## src/rtl/pc_peak_pkg.sv

```systemverilog
// Constants and register map of the instruction counter peak monitor
`default_nettype none
package pc_peak_pkg;
    // Register indices as printed; byte address is four times the index
    localparam logic [15:0] IDX_LIVE_UPPER   = 16'hF460;
    localparam logic [15:0] IDX_LIVE_LOWER   = 16'hF461;
    localparam logic [15:0] IDX_CLEAR_CTRL   = 16'hF462;
    localparam logic [15:0] IDX_FRAME_UPPER  = 16'hF463;
    localparam logic [15:0] IDX_FRAME_LOWER  = 16'hF464;
    localparam logic [15:0] IDX_ALLTIME_UPPER = 16'hF465;
    localparam logic [15:0] IDX_ALLTIME_LOWER = 16'hF466;
    // Field layout
    localparam int CNT_W        = 24;
    localparam int HI_LSB       = 16;
    localparam int CLEAR_BIT    = 0;
    localparam logic [15:0] CLEAR_CTRL_RESET = 16'h0000;
    localparam logic [23:0] PEAK_RESET       = 24'h000000;
    // Peak update states
    typedef enum logic [1:0] {TRACK, CLEARING} clear_state_t;
endpackage
`default_nettype wire

```

## src/rtl/pc_peak_monitor.sv

```systemverilog
// Instruction counter with frame and all-time peak records behind APB
//
// Design decision made here: the APB interface to the registers.
`default_nettype none
module pc_peak_monitor
(
    // APB clock and reset
    input  wire logic        pclk,
    input  wire logic        presetn,
    // APB slave
    input  wire logic        psel,
    input  wire logic        penable,
    input  wire logic        pwrite,
    input  wire logic [31:0] paddr,
    input  wire logic [31:0] pwdata,
    input  wire logic [3:0]  pstrb,
    output logic      [31:0] prdata,
    output logic             pready,
    output logic             pslverr,
    // Sequencer side
    input  wire logic        instr_step,
    input  wire logic        frame_start,
    // Status
    output logic      [23:0] live_count
);
    logic [15:0] clear_ctrl;
    logic [23:0] running_peak;
    logic [23:0] frame_peak;
    logic [23:0] alltime_peak;
    pc_peak_pkg::clear_state_t clear_state;
    pc_peak_pkg::clear_state_t next_clear_state;
    logic [31:0] rd_data;
    logic        rd_hit;
    logic        rd_pending;

    // Bus decode
    wire         setup_phase  = psel && !penable;
    wire         access_phase = psel && penable;
    wire         aligned      = (paddr[1:0] == 2'b00) && (paddr[31:18] == 14'h0000);
    wire [15:0]  reg_idx      = paddr[17:2];
    wire         rd_load      = setup_phase && !pwrite && aligned;
    wire         wr_clear     = access_phase && pwrite && aligned
                                && (reg_idx == pc_peak_pkg::IDX_CLEAR_CTRL);
    wire         clear_on     = clear_ctrl[pc_peak_pkg::CLEAR_BIT];
    wire         clear_fall   = (clear_state == pc_peak_pkg::CLEARING) && !clear_on;
    wire         known_idx    = aligned && (reg_idx >= pc_peak_pkg::IDX_LIVE_UPPER)
                                && (reg_idx <= pc_peak_pkg::IDX_ALLTIME_LOWER);
    wire         ro_write     = pwrite && (reg_idx != pc_peak_pkg::IDX_CLEAR_CTRL);
    wire [23:0]  next_count   = live_count + 24'h000001;
    wire [23:0]  next_peak    = (live_count > running_peak) ? live_count : running_peak;

    // Reads take no wait state: setup loads the read register
    assign pready  = access_phase && (pwrite || rd_pending);
    assign pslverr = access_phase && pready && (!known_idx || ro_write);
    assign prdata  = (access_phase && !pwrite && rd_hit && aligned) ? rd_data : 32'h00000000;

    // Read register bank
    pc_peak_regs u_regs
    (
        .pclk         (pclk),
        .presetn      (presetn),
        .rd_en        (rd_load),
        .rd_idx       (reg_idx),
        .live_count   (live_count),
        .frame_peak   (frame_peak),
        .alltime_peak (alltime_peak),
        .clear_ctrl   (clear_ctrl),
        .rd_data      (rd_data),
        .rd_hit       (rd_hit)
    );

    // Read wait state tracking
    always_ff @(posedge pclk or negedge presetn)
    begin
        if (!presetn)
            rd_pending <= 1'b0;
        else
            rd_pending <= setup_phase && !pwrite;
    end

    // Clear control register, each byte lane under its own strobe
    always_ff @(posedge pclk or negedge presetn)
    begin
        if (!presetn)
            clear_ctrl <= pc_peak_pkg::CLEAR_CTRL_RESET;
        else if (wr_clear)
            clear_ctrl <= {(pstrb[1] ? pwdata[15:8] : clear_ctrl[15:8]),
                           (pstrb[0] ? pwdata[7:0] : clear_ctrl[7:0])};
    end

    // Clear sequence tracker, leaving CLEARING marks the release of the bit
    always_comb
    begin
        next_clear_state = clear_state;
        case (clear_state)
            pc_peak_pkg::TRACK:
                if (clear_on)
                    next_clear_state = pc_peak_pkg::CLEARING;
            pc_peak_pkg::CLEARING:
                if (!clear_on)
                    next_clear_state = pc_peak_pkg::TRACK;
            default:
                next_clear_state = pc_peak_pkg::TRACK;
        endcase
    end

    // Clear sequence state register
    always_ff @(posedge pclk or negedge presetn)
    begin
        if (!presetn)
            clear_state <= pc_peak_pkg::TRACK;
        else
            clear_state <= next_clear_state;
    end

    // Live counter
    always_ff @(posedge pclk or negedge presetn)
    begin
        if (!presetn)
            live_count <= pc_peak_pkg::PEAK_RESET;
        else if (clear_on)
            live_count <= pc_peak_pkg::PEAK_RESET;
        else if (frame_start)
            live_count <= pc_peak_pkg::PEAK_RESET;
        else if (instr_step)
            live_count <= next_count;
    end

    // Running peak within the current frame
    always_ff @(posedge pclk or negedge presetn)
    begin
        if (!presetn)
            running_peak <= pc_peak_pkg::PEAK_RESET;
        else if (clear_on || frame_start)
            running_peak <= pc_peak_pkg::PEAK_RESET;
        else
            running_peak <= next_peak;
    end

    // Frame peak record
    always_ff @(posedge pclk or negedge presetn)
    begin
        if (!presetn)
            frame_peak <= pc_peak_pkg::PEAK_RESET;
        else if (clear_on)
            frame_peak <= pc_peak_pkg::PEAK_RESET;
        else if (frame_start)
            frame_peak <= next_peak;
    end

    // All-time peak record
    always_ff @(posedge pclk or negedge presetn)
    begin
        if (!presetn)
            alltime_peak <= pc_peak_pkg::PEAK_RESET;
        else if (clear_fall)
            alltime_peak <= pc_peak_pkg::PEAK_RESET;
        else if (frame_start && !clear_on && (next_peak > alltime_peak))
            alltime_peak <= next_peak;
    end
endmodule
`default_nettype wire

```

## src/rtl/pc_peak_regs.sv

```systemverilog
// Read mux of the peak monitor register bank, data out of a register
`default_nettype none
module pc_peak_regs
(
    // Clock and reset
    input  wire logic        pclk,
    input  wire logic        presetn,
    // Read request
    input  wire logic        rd_en,
    input  wire logic [15:0] rd_idx,
    // Sources
    input  wire logic [23:0] live_count,
    input  wire logic [23:0] frame_peak,
    input  wire logic [23:0] alltime_peak,
    input  wire logic [15:0] clear_ctrl,
    // Read data
    output logic      [31:0] rd_data,
    output logic             rd_hit
);
    logic [31:0] sel_data;
    logic        sel_hit;

    // Index decode
    always_comb
    begin
        sel_data = 32'h00000000;
        sel_hit  = 1'b1;
        case (rd_idx)
            pc_peak_pkg::IDX_LIVE_UPPER:    sel_data = {24'h000000, live_count[23:16]};
            pc_peak_pkg::IDX_LIVE_LOWER:    sel_data = {16'h0000, live_count[15:0]};
            pc_peak_pkg::IDX_CLEAR_CTRL:    sel_data = {16'h0000, clear_ctrl};
            pc_peak_pkg::IDX_FRAME_UPPER:   sel_data = {24'h000000, frame_peak[23:16]};
            pc_peak_pkg::IDX_FRAME_LOWER:   sel_data = {16'h0000, frame_peak[15:0]};
            pc_peak_pkg::IDX_ALLTIME_UPPER: sel_data = {24'h000000, alltime_peak[23:16]};
            pc_peak_pkg::IDX_ALLTIME_LOWER: sel_data = {16'h0000, alltime_peak[15:0]};
            default:                        sel_hit  = 1'b0;
        endcase
    end

    // Registered read data
    always_ff @(posedge pclk or negedge presetn)
    begin
        if (!presetn)
        begin
            rd_data <= 32'h00000000;
            rd_hit  <= 1'b0;
        end
        else if (rd_en)
        begin
            rd_data <= sel_data;
            rd_hit  <= sel_hit;
        end
    end
endmodule
`default_nettype wire

```

## config.mk

```make
export PLATFORM = sky130hd
export DESIGN_NAME = pc_peak_monitor
export DESIGN_NICKNAME = d
export VERILOG_FILES = /design/src/rtl/pc_peak_pkg.sv /design/src/rtl/pc_peak_monitor.sv /design/src/rtl/pc_peak_regs.sv
export SDC_FILE = /design/constraint.sdc
export NUM_CORES = 1
export LEC_CHECK = 0
export BUFFER_PORTS_ARGS = -buffer_cell sky130_fd_sc_hd__buf_2
export CAP_MARGIN = 20
export CORE_ASPECT_RATIO = 0.7
export CORE_MARGIN = 2
export CORE_UTILIZATION = 30
export CTS_CLUSTER_DIAMETER = 60
export DETAILED_ROUTE_END_ITERATION = 12
export GPL_TIMING_DRIVEN = 0
export HOLD_SLACK_MARGIN = 0.02
export PLACE_DENSITY = 0.48
export SYNTH_ARGS = -nofsm -noshare
export SYNTH_HDL_FRONTEND = slang
export SYNTH_HIERARCHICAL = 1
export SYNTH_SLANG_ARGS = --single-unit
export TNS_END_PERCENT = 30
```

## constraint.sdc

```tcl
create_clock -name pclk -period 11.05 [get_ports pclk]
set_input_delay 1.6575 -clock pclk [delete_from_list [all_inputs] [get_ports pclk]]
set_output_delay 1.6575 -clock pclk [all_outputs]
set_load 0.03 [all_outputs]
```

; ---- Word level (Yosys, flattened, before mapping)
; Cells that the tools add are included.
[word_totals]
word_cells = 78
regBits = 148
input_bits = 75
[op_classes]
eq_ne = 11
reduce_logical = 37
addsub = 1
n_lt_le_gt_ge = 4
muxes = 15
[op_table]
columns = operator, n
row1 = 24-bit 2-to-1 mux, 9
row2 = "16-bit equality test, second input constant", 7
row3 = 16-bit one-hot mux with 7 select lines, 1
row4 = 24-bit > comparator, 2
row5 = 32-bit 2-to-1 mux, 1
row6 = "24-bit by 1-bit adder with 24-bit output, second input constant", 1
row7 = 1-bit logical AND, 20
row8 = "16-bit >= comparator, second input constant", 1
row9 = "16-bit <= comparator, second input constant", 1
row10 = "16-bit inequality test, second input constant", 1
row11 = 14-bit logical NOT, 1
row12 = 7-bit OR reduction, 1
row13 = 2-bit AND reduction, 3
row14 = 1-bit logical NOT, 4
row15 = 2-bit logical NOT, 2
row16 = 2-bit 2-to-1 mux, 2
row17 = "2-bit inequality test, second input constant", 2
row18 = 2-bit one-hot mux with 2 select lines, 1
row19 = 2-bit nonzero test, 2
row20 = 1-bit logical OR, 3
row21 = 3-bit nonzero test, 1
row22 = "2-bit by 1-bit equality test with 1-bit output, second input constant", 1
row23 = 1-bit 2-to-1 mux, 1

; ---- Logic depth before layout (Yosys ltp)
[depth]
ltp_word = 7
mapped_depth = 19

; ---- Cells and area by module
; The synthesis kept the hierarchy.
[modules_own_cells]
columns = mod, seq_area_each_um2, cells_each, n_inst, area_each_um2
row1 = pc_peak_monitor, 2852.7, 649, 1, 6241.0
row2 = pc_peak_regs, 425.4, 178, 1, 1732.9

; ---- Worst setup path before layout
; No wires, ideal clock.
[synth_path]
path_type = input to output
from = in paddr[7]
to = out pslverr
path_stages = 5
slack_ns = 6.261
arrival_ns = 3.131
n_path_buf = 0
cell_sequence = and2_1 or4_1 a21oi_1 a2111oi_0 a21boi_0
[synth_via]
elab_chain_len = 6
word_cells_on_any_way = 9
[synth_lines]
columns = element, line
row1 = start: declaration, pc_peak_monitor.sv:14  ; input wire logic [31:0] paddr,
row2 = 16-bit >= comparator, pc_peak_monitor.sv:46  ; wire known_idx = aligned && (reg_idx >= pc_peak_pkg::IDX_LIVE_UPPER)
row3 = 1-bit logical AND, pc_peak_monitor.sv:46
row4 = 1-bit logical AND, pc_peak_monitor.sv:47  ; && (reg_idx <= pc_peak_pkg::IDX_ALLTIME_LOWER);
row5 = 1-bit logical NOT, pc_peak_monitor.sv:54  ; assign pslverr = access_phase && pready && (!known_idx || ro_write);
row6 = 1-bit logical OR *, pc_peak_monitor.sv:54
row7 = 1-bit logical AND *, pc_peak_monitor.sv:54
row8 = end: declaration, pc_peak_monitor.sv:19  ; output logic pslverr,
; Every way passes the cells marked *; elsewhere a longest branch is shown, timed or not.

; ---- Worst setup path after layout
[layout_path]
from = reg live_count[15]
to = reg alltime_peak[5]
[layout_via]
elab_chain_len = 5
word_cells_on_any_way = 7
[layout_lines]
columns = element, line
row1 = start: declaration, pc_peak_monitor.sv:24  ; output logic [23:0] live_count
row2 = start signal: assignment, pc_peak_monitor.sv:120  ; live_count <= pc_peak_pkg::PEAK_RESET;
row3 = start signal: assignment, pc_peak_monitor.sv:122  ; live_count <= pc_peak_pkg::PEAK_RESET;
row4 = start signal: assignment, pc_peak_monitor.sv:124  ; live_count <= pc_peak_pkg::PEAK_RESET;
row5 = 24-bit > comparator, pc_peak_monitor.sv:50  ; wire [23:0] next_peak = (live_count > running_peak) ? live_count : running_peak;
row6 = 24-bit 2-to-1 mux *, pc_peak_monitor.sv:50
row7 = 24-bit > comparator, pc_peak_monitor.sv:158  ; else if (frame_start && !clear_on && (next_peak > alltime_peak))
row8 = 1-bit logical AND, pc_peak_monitor.sv:158
row9 = 2-bit nonzero test (no line), --
row10 = end signal: assignment, pc_peak_monitor.sv:155  ; alltime_peak <= pc_peak_pkg::PEAK_RESET;
row11 = end signal: assignment, pc_peak_monitor.sv:157  ; alltime_peak <= pc_peak_pkg::PEAK_RESET;
row12 = end signal: assignment, pc_peak_monitor.sv:159  ; alltime_peak <= next_peak;
row13 = end: declaration, pc_peak_monitor.sv:29  ; logic [23:0] alltime_peak;
; Every way passes the cells marked *; elsewhere a longest branch is shown, timed or not. The select of a mux whose other input is x is not followed.
; A chain may end at the register's enable or synchronous reset.

==> results.md <==
- The type of the worst setup path is reg2reg.
- The number of vias after detailed routing is 6393.
- Once layout is complete, the utilization of the core stands at 36.86%.
- The type of element capturing the critical path is a flip-flop.
- Input and output buffers added on the ports amount to 97.
- For the worst-skew pair, the clock arrives at the later sink with an insertion delay of 0.43 ns.
- During synthesis, Yosys emitted a total of 6 warnings.
- The required time reported for the critical path endpoint is 11.32 ns.
- The max-cap check violation count is 0.
- The maximum root-to-sink buffer count is 2.
- Static timing analysis puts the maximum clock frequency at 180.1 MHz.
- The post-detailed-routing wire length is 23570 um.
- The clock net in this run drives a total of 131 sinks.
- The aggregate negative setup slack is 0 ns.
- The growth of design area from synthesis to finish is 19.60%.
- The first-pass iteration count of the detailed router is 5.
- Detailed placement finished with a half-perimeter wire length of 17890 um.
- The synthesized netlist contains 56 unique library cells.
- The proportion of synthesized chip area in sequential cells is 41.11%.
- After global routing the overflow that remains totals 0.
- Summing every instance area after synthesis gives 7974 sq um.
- Synthesis produced a netlist whose cell count is 827.
- After detailed routing, the average wire length per cell comes to 17.74 um.
- Ranked by total cell area, the synthesized netlist is headed by sky130_fd_sc_hd__dfrtp_1 41%, sky130_fd_sc_hd__ha_1 7.8%, sky130_fd_sc_hd__mux2_2 5.6%.
- After floorplanning, the core was sized to cover 25870 sq um.
- The number of setup buffers added after CTS is 0.
- The share of the cycle needed by the critical path after routing is 50.24%.
- The first-pass GRT wire length is 37060 um.
- After filler insertion, the fill cell instance count of the layout stands at 2697.
- The overall die width is 198.9 um.
- The quantity of gates resized following cts is 0.
- The via-per-instance ratio is 4.810.
- Before CTS, the worst setup slack after placement is 5.550 ns.
- STA classifies the critical path startpoint as a flip-flop.
- The delay contributed by the slowest stage of the critical path is 0.62 ns.
- The share of the synthesized area in the top cell type is 41.11%.
- Summing all placed instances gives a cell area of 8996 sq um.
- The hold-fix buffer count after cts is 0.
- Walking the worst path, the cells encountered are ha_1 -> a21oi_1 -> o21ai_0 -> a21oi_1 -> a31oi_1 -> o41ai_4 -> buf_6 -> mux2i_1 -> inv_1 -> ha_1 -> nand4_1 -> nor4_1 -> o31ai_1 -> a31oi_1 -> buf_2 -> buf_1 -> a211oi_1.
- The average instance in the mapped netlist occupies 9.642 sq um.
- The library cell used most frequently in the layout, excluding fill and tap cells, is sky130_fd_sc_hd__dfrtp_1.
- Summing internal, switching and leakage power gives 0.001380 W.
- Setup slack on the critical path of the routed design comes to 5.499 ns.
- After detailed routing, the number of remaining DRC violations is 0.
- The final RePlAce weighted congestion is 0.8467.
- The number of global-route vias before repair was 6252.
- The count of inserted antenna diode cells is 0.
- After clock tree synthesis, the clock-pin slew on the worst setup and hold paths is 0.06 ns.
- At the worst endpoint, the arrival time is 5.82 ns.
- The worst hold path belongs to the class reg2reg.
- The run finished with clean final reports.
- The power per cell area is 144.7 nW/um^2.
- The maximum ir drop on the vdd rail is 110.1 uV.
- Between clock sinks in the finished design, the worst skew comes to 0.01164 ns.
- At the pin with the least slew margin, the transition time is 0.8158 ns.
- The overall track demand over capacity in global routing is 17.73%.
- Entering global routing, the biggest net connects 78 pins.
- The boundary pin count is 133.
- The initial antenna violation count came to 0.
- The root buffer cell is sky130_fd_sc_hd__clkbuf_16.
- The top cell types in the final layout, fill and taps aside, are 131 x sky130_fd_sc_hd__dfrtp_1, 106 x sky130_fd_sc_hd__nor2_1, 100 x sky130_fd_sc_hd__buf_2, 84 x sky130_fd_sc_hd__inv_1, 50 x sky130_fd_sc_hd__ha_1.
- The floorplan step defined a die boundary enclosing 27920 sq um.
- Yosys mapped a number of flops with a built-in enable equal to 0.
- The number of synthesized register bits is 131.
- Once detail routing completed, the nets flagged for antenna violations numbered 0.
- The max-slew violation count is 0.
- The leakage power total is 4.671 nW.
- Setup violations remaining at the end of the flow were counted as 0.
- The final hold violation count came to 0.
- The number of buffers added by the clock tree synthesis step is 17.
- Setup repair after global routing left no endpoint under its margin.
- The slack of the worst reg-to-reg path is 5.50 ns.
- TritonCTS built the clock tree.
- Of all flip-flops after synthesis, the portion carrying an async set or reset was 100.0%.
- The final design area excluding fillers is 9537 sq um.
- The net count of the finished layout is 1084.
- The standard-cell row count is 49.
- The fraction of final layout cells with drive strength greater than 1 is 21.81%.
- The cell accounting for the most synthesized area is sky130_fd_sc_hd__dfrtp_1.
- The largest fanout of any net on the critical path is 10.
- Measured against its own limit, the worst slew margin works out to 45.16%.
- The critical-path cell with the highest stage delay is sky130_fd_sc_hd__mux2i_1.
- After the first detailed-routing iteration, the DRC count stood at 378.
- The shortest clock period the worst path allows after layout is 5.551 ns.
- The initial utilization of the core area, before any placement, comes to 30.82%.
- In the synthesized netlist the dominant register cell turns out to be sky130_fd_sc_hd__dfrtp_1.
- The H-tree was split into 4 levels.
- The die is 140.4 um tall.
-- layer usage --
layer	track usage [%]	up-vias	wire length, um	part of all wire [%]
met4	3.614	0	191	0.81
li1	-	3152	-	-
met2	23.92	166	9248	39
met3	3.780	14	1448	6.1
met1	28.35	3061	12680	54
met5	0	-	0	0
-- sequential cells by signal (all words and copies together), names as in the netlist --
register / cells
frame_peak: 24
rd_pending: 1
alltime_peak: 24
clear_state: 1
running_peak: 24
u_regs/rd_data: 16
clear_ctrl: 16
u_regs/rd_hit: 1
live_count: 24
-- worst max-delay path: cells and delay by family (launching register included) --
family / cells / cell delay (ns)
compound gates: 8 / 1.73
buf+inv: 4 / 1.15
fa+ha+maj: 2 / 0.70
simple gates: 2 / 0.69
mux: 1 / 0.62
flops: 1 / 0.50
-- logic make-up (layout without fill, tap and decap cells) --
family	Yosys count	in the layout	share of synthesized area (%)
fa+ha+maj	50	50	7.846
xor+xnor	22	22	2.417
buf+inv	140	270	8.065
compound gates	162	162	14.81
simple gates	256	256	16.92
mux	65	65	8.787
other cells	1	16	0.04703
flops	131	131	41.11
-- per-stage QoR --
step	instances	hold WS [ns]
floorplan	842	0.4488
global placement	1296	0.4641
detailed placement	1297	0.4836
CTS	1329	0.4958
global route	1329	0.5333
finish	1329	0.4996
-- synth_stat cells (2+ instances only) --
cell type and number:
sky130_fd_sc_hd__o22a_1 8, sky130_fd_sc_hd__nor3b_1 9, sky130_fd_sc_hd__o21ai_0 18, sky130_fd_sc_hd__or3_4 2, sky130_fd_sc_hd__or3_1 2, sky130_fd_sc_hd__nor2b_1 15, sky130_fd_sc_hd__nor4_2 2, sky130_fd_sc_hd__dfrtp_1 131
sky130_fd_sc_hd__buf_6 3, sky130_fd_sc_hd__inv_1 84, sky130_fd_sc_hd__mux2i_1 25, sky130_fd_sc_hd__and4_1 2, sky130_fd_sc_hd__clkbuf_1 26, sky130_fd_sc_hd__nor2_1 106, sky130_fd_sc_hd__o22ai_2 8, sky130_fd_sc_hd__a21o_1 2
sky130_fd_sc_hd__nand4_1 20, sky130_fd_sc_hd__a21boi_0 2, sky130_fd_sc_hd__nor4_1 6, sky130_fd_sc_hd__a211oi_1 49, sky130_fd_sc_hd__clkbuf_8 3, sky130_fd_sc_hd__xnor2_1 7, sky130_fd_sc_hd__o211ai_1 2, sky130_fd_sc_hd__buf_2 4
sky130_fd_sc_hd__a31oi_1 10, sky130_fd_sc_hd__mux2_2 40, sky130_fd_sc_hd__nor3_1 5, sky130_fd_sc_hd__nand2_1 23, sky130_fd_sc_hd__a22o_1 8, sky130_fd_sc_hd__or4_1 2, sky130_fd_sc_hd__buf_4 16, sky130_fd_sc_hd__and3_1 4
sky130_fd_sc_hd__a22oi_1 24, sky130_fd_sc_hd__a21oi_1 25, sky130_fd_sc_hd__xor2_1 15, sky130_fd_sc_hd__buf_1 4, sky130_fd_sc_hd__and2_1 33, sky130_fd_sc_hd__nand3_1 15, sky130_fd_sc_hd__ha_1 50
-- power breakdown --
group / switching [W] / internal, W / total [W]
clock network: 0.000219 / 0.000314 / 0.000533
logic: 0.000143 / 0.000129 / 0.000272
registers: 0.0000441 / 0.000532 / 0.000576
-- cell type report --
| cell class | instances | area [sq um] | share of cell area [%] |
|---|---|---|---|
| flip-flops and latches | 131 | 3278 | 34.37 |
| clock inverters | 9 | 82.58 | 0.8659 |
| plain buffers | 56 | 327.8 | 3.437 |
| clock buffers | 23 | 457.9 | 4.802 |
| multi-input cells | 571 | 4109 | 43.09 |
| well taps | 357 | 446.7 | 4.684 |
| inverters | 84 | 315.3 | 3.306 |
| repair buffers | 98 | 519.2 | 5.445 |
-- final timing paths --
check	startpoint	end	depth (start not counted)
max in group asynchronous	presetn	u_regs/rd_data[6]	2
setup reg to reg	live_count[15]	alltime_peak[5]	17
hold reg to reg	clear_state[0]	clear_state[0]	1
min in group asynchronous	presetn	live_count[12]	1
hold / removal	clear_state[0]	clear_state[0]	1
setup / recovery	live_count[15]	alltime_peak[5]	17
Note: power is estimated with default switching activity, not from simulation.
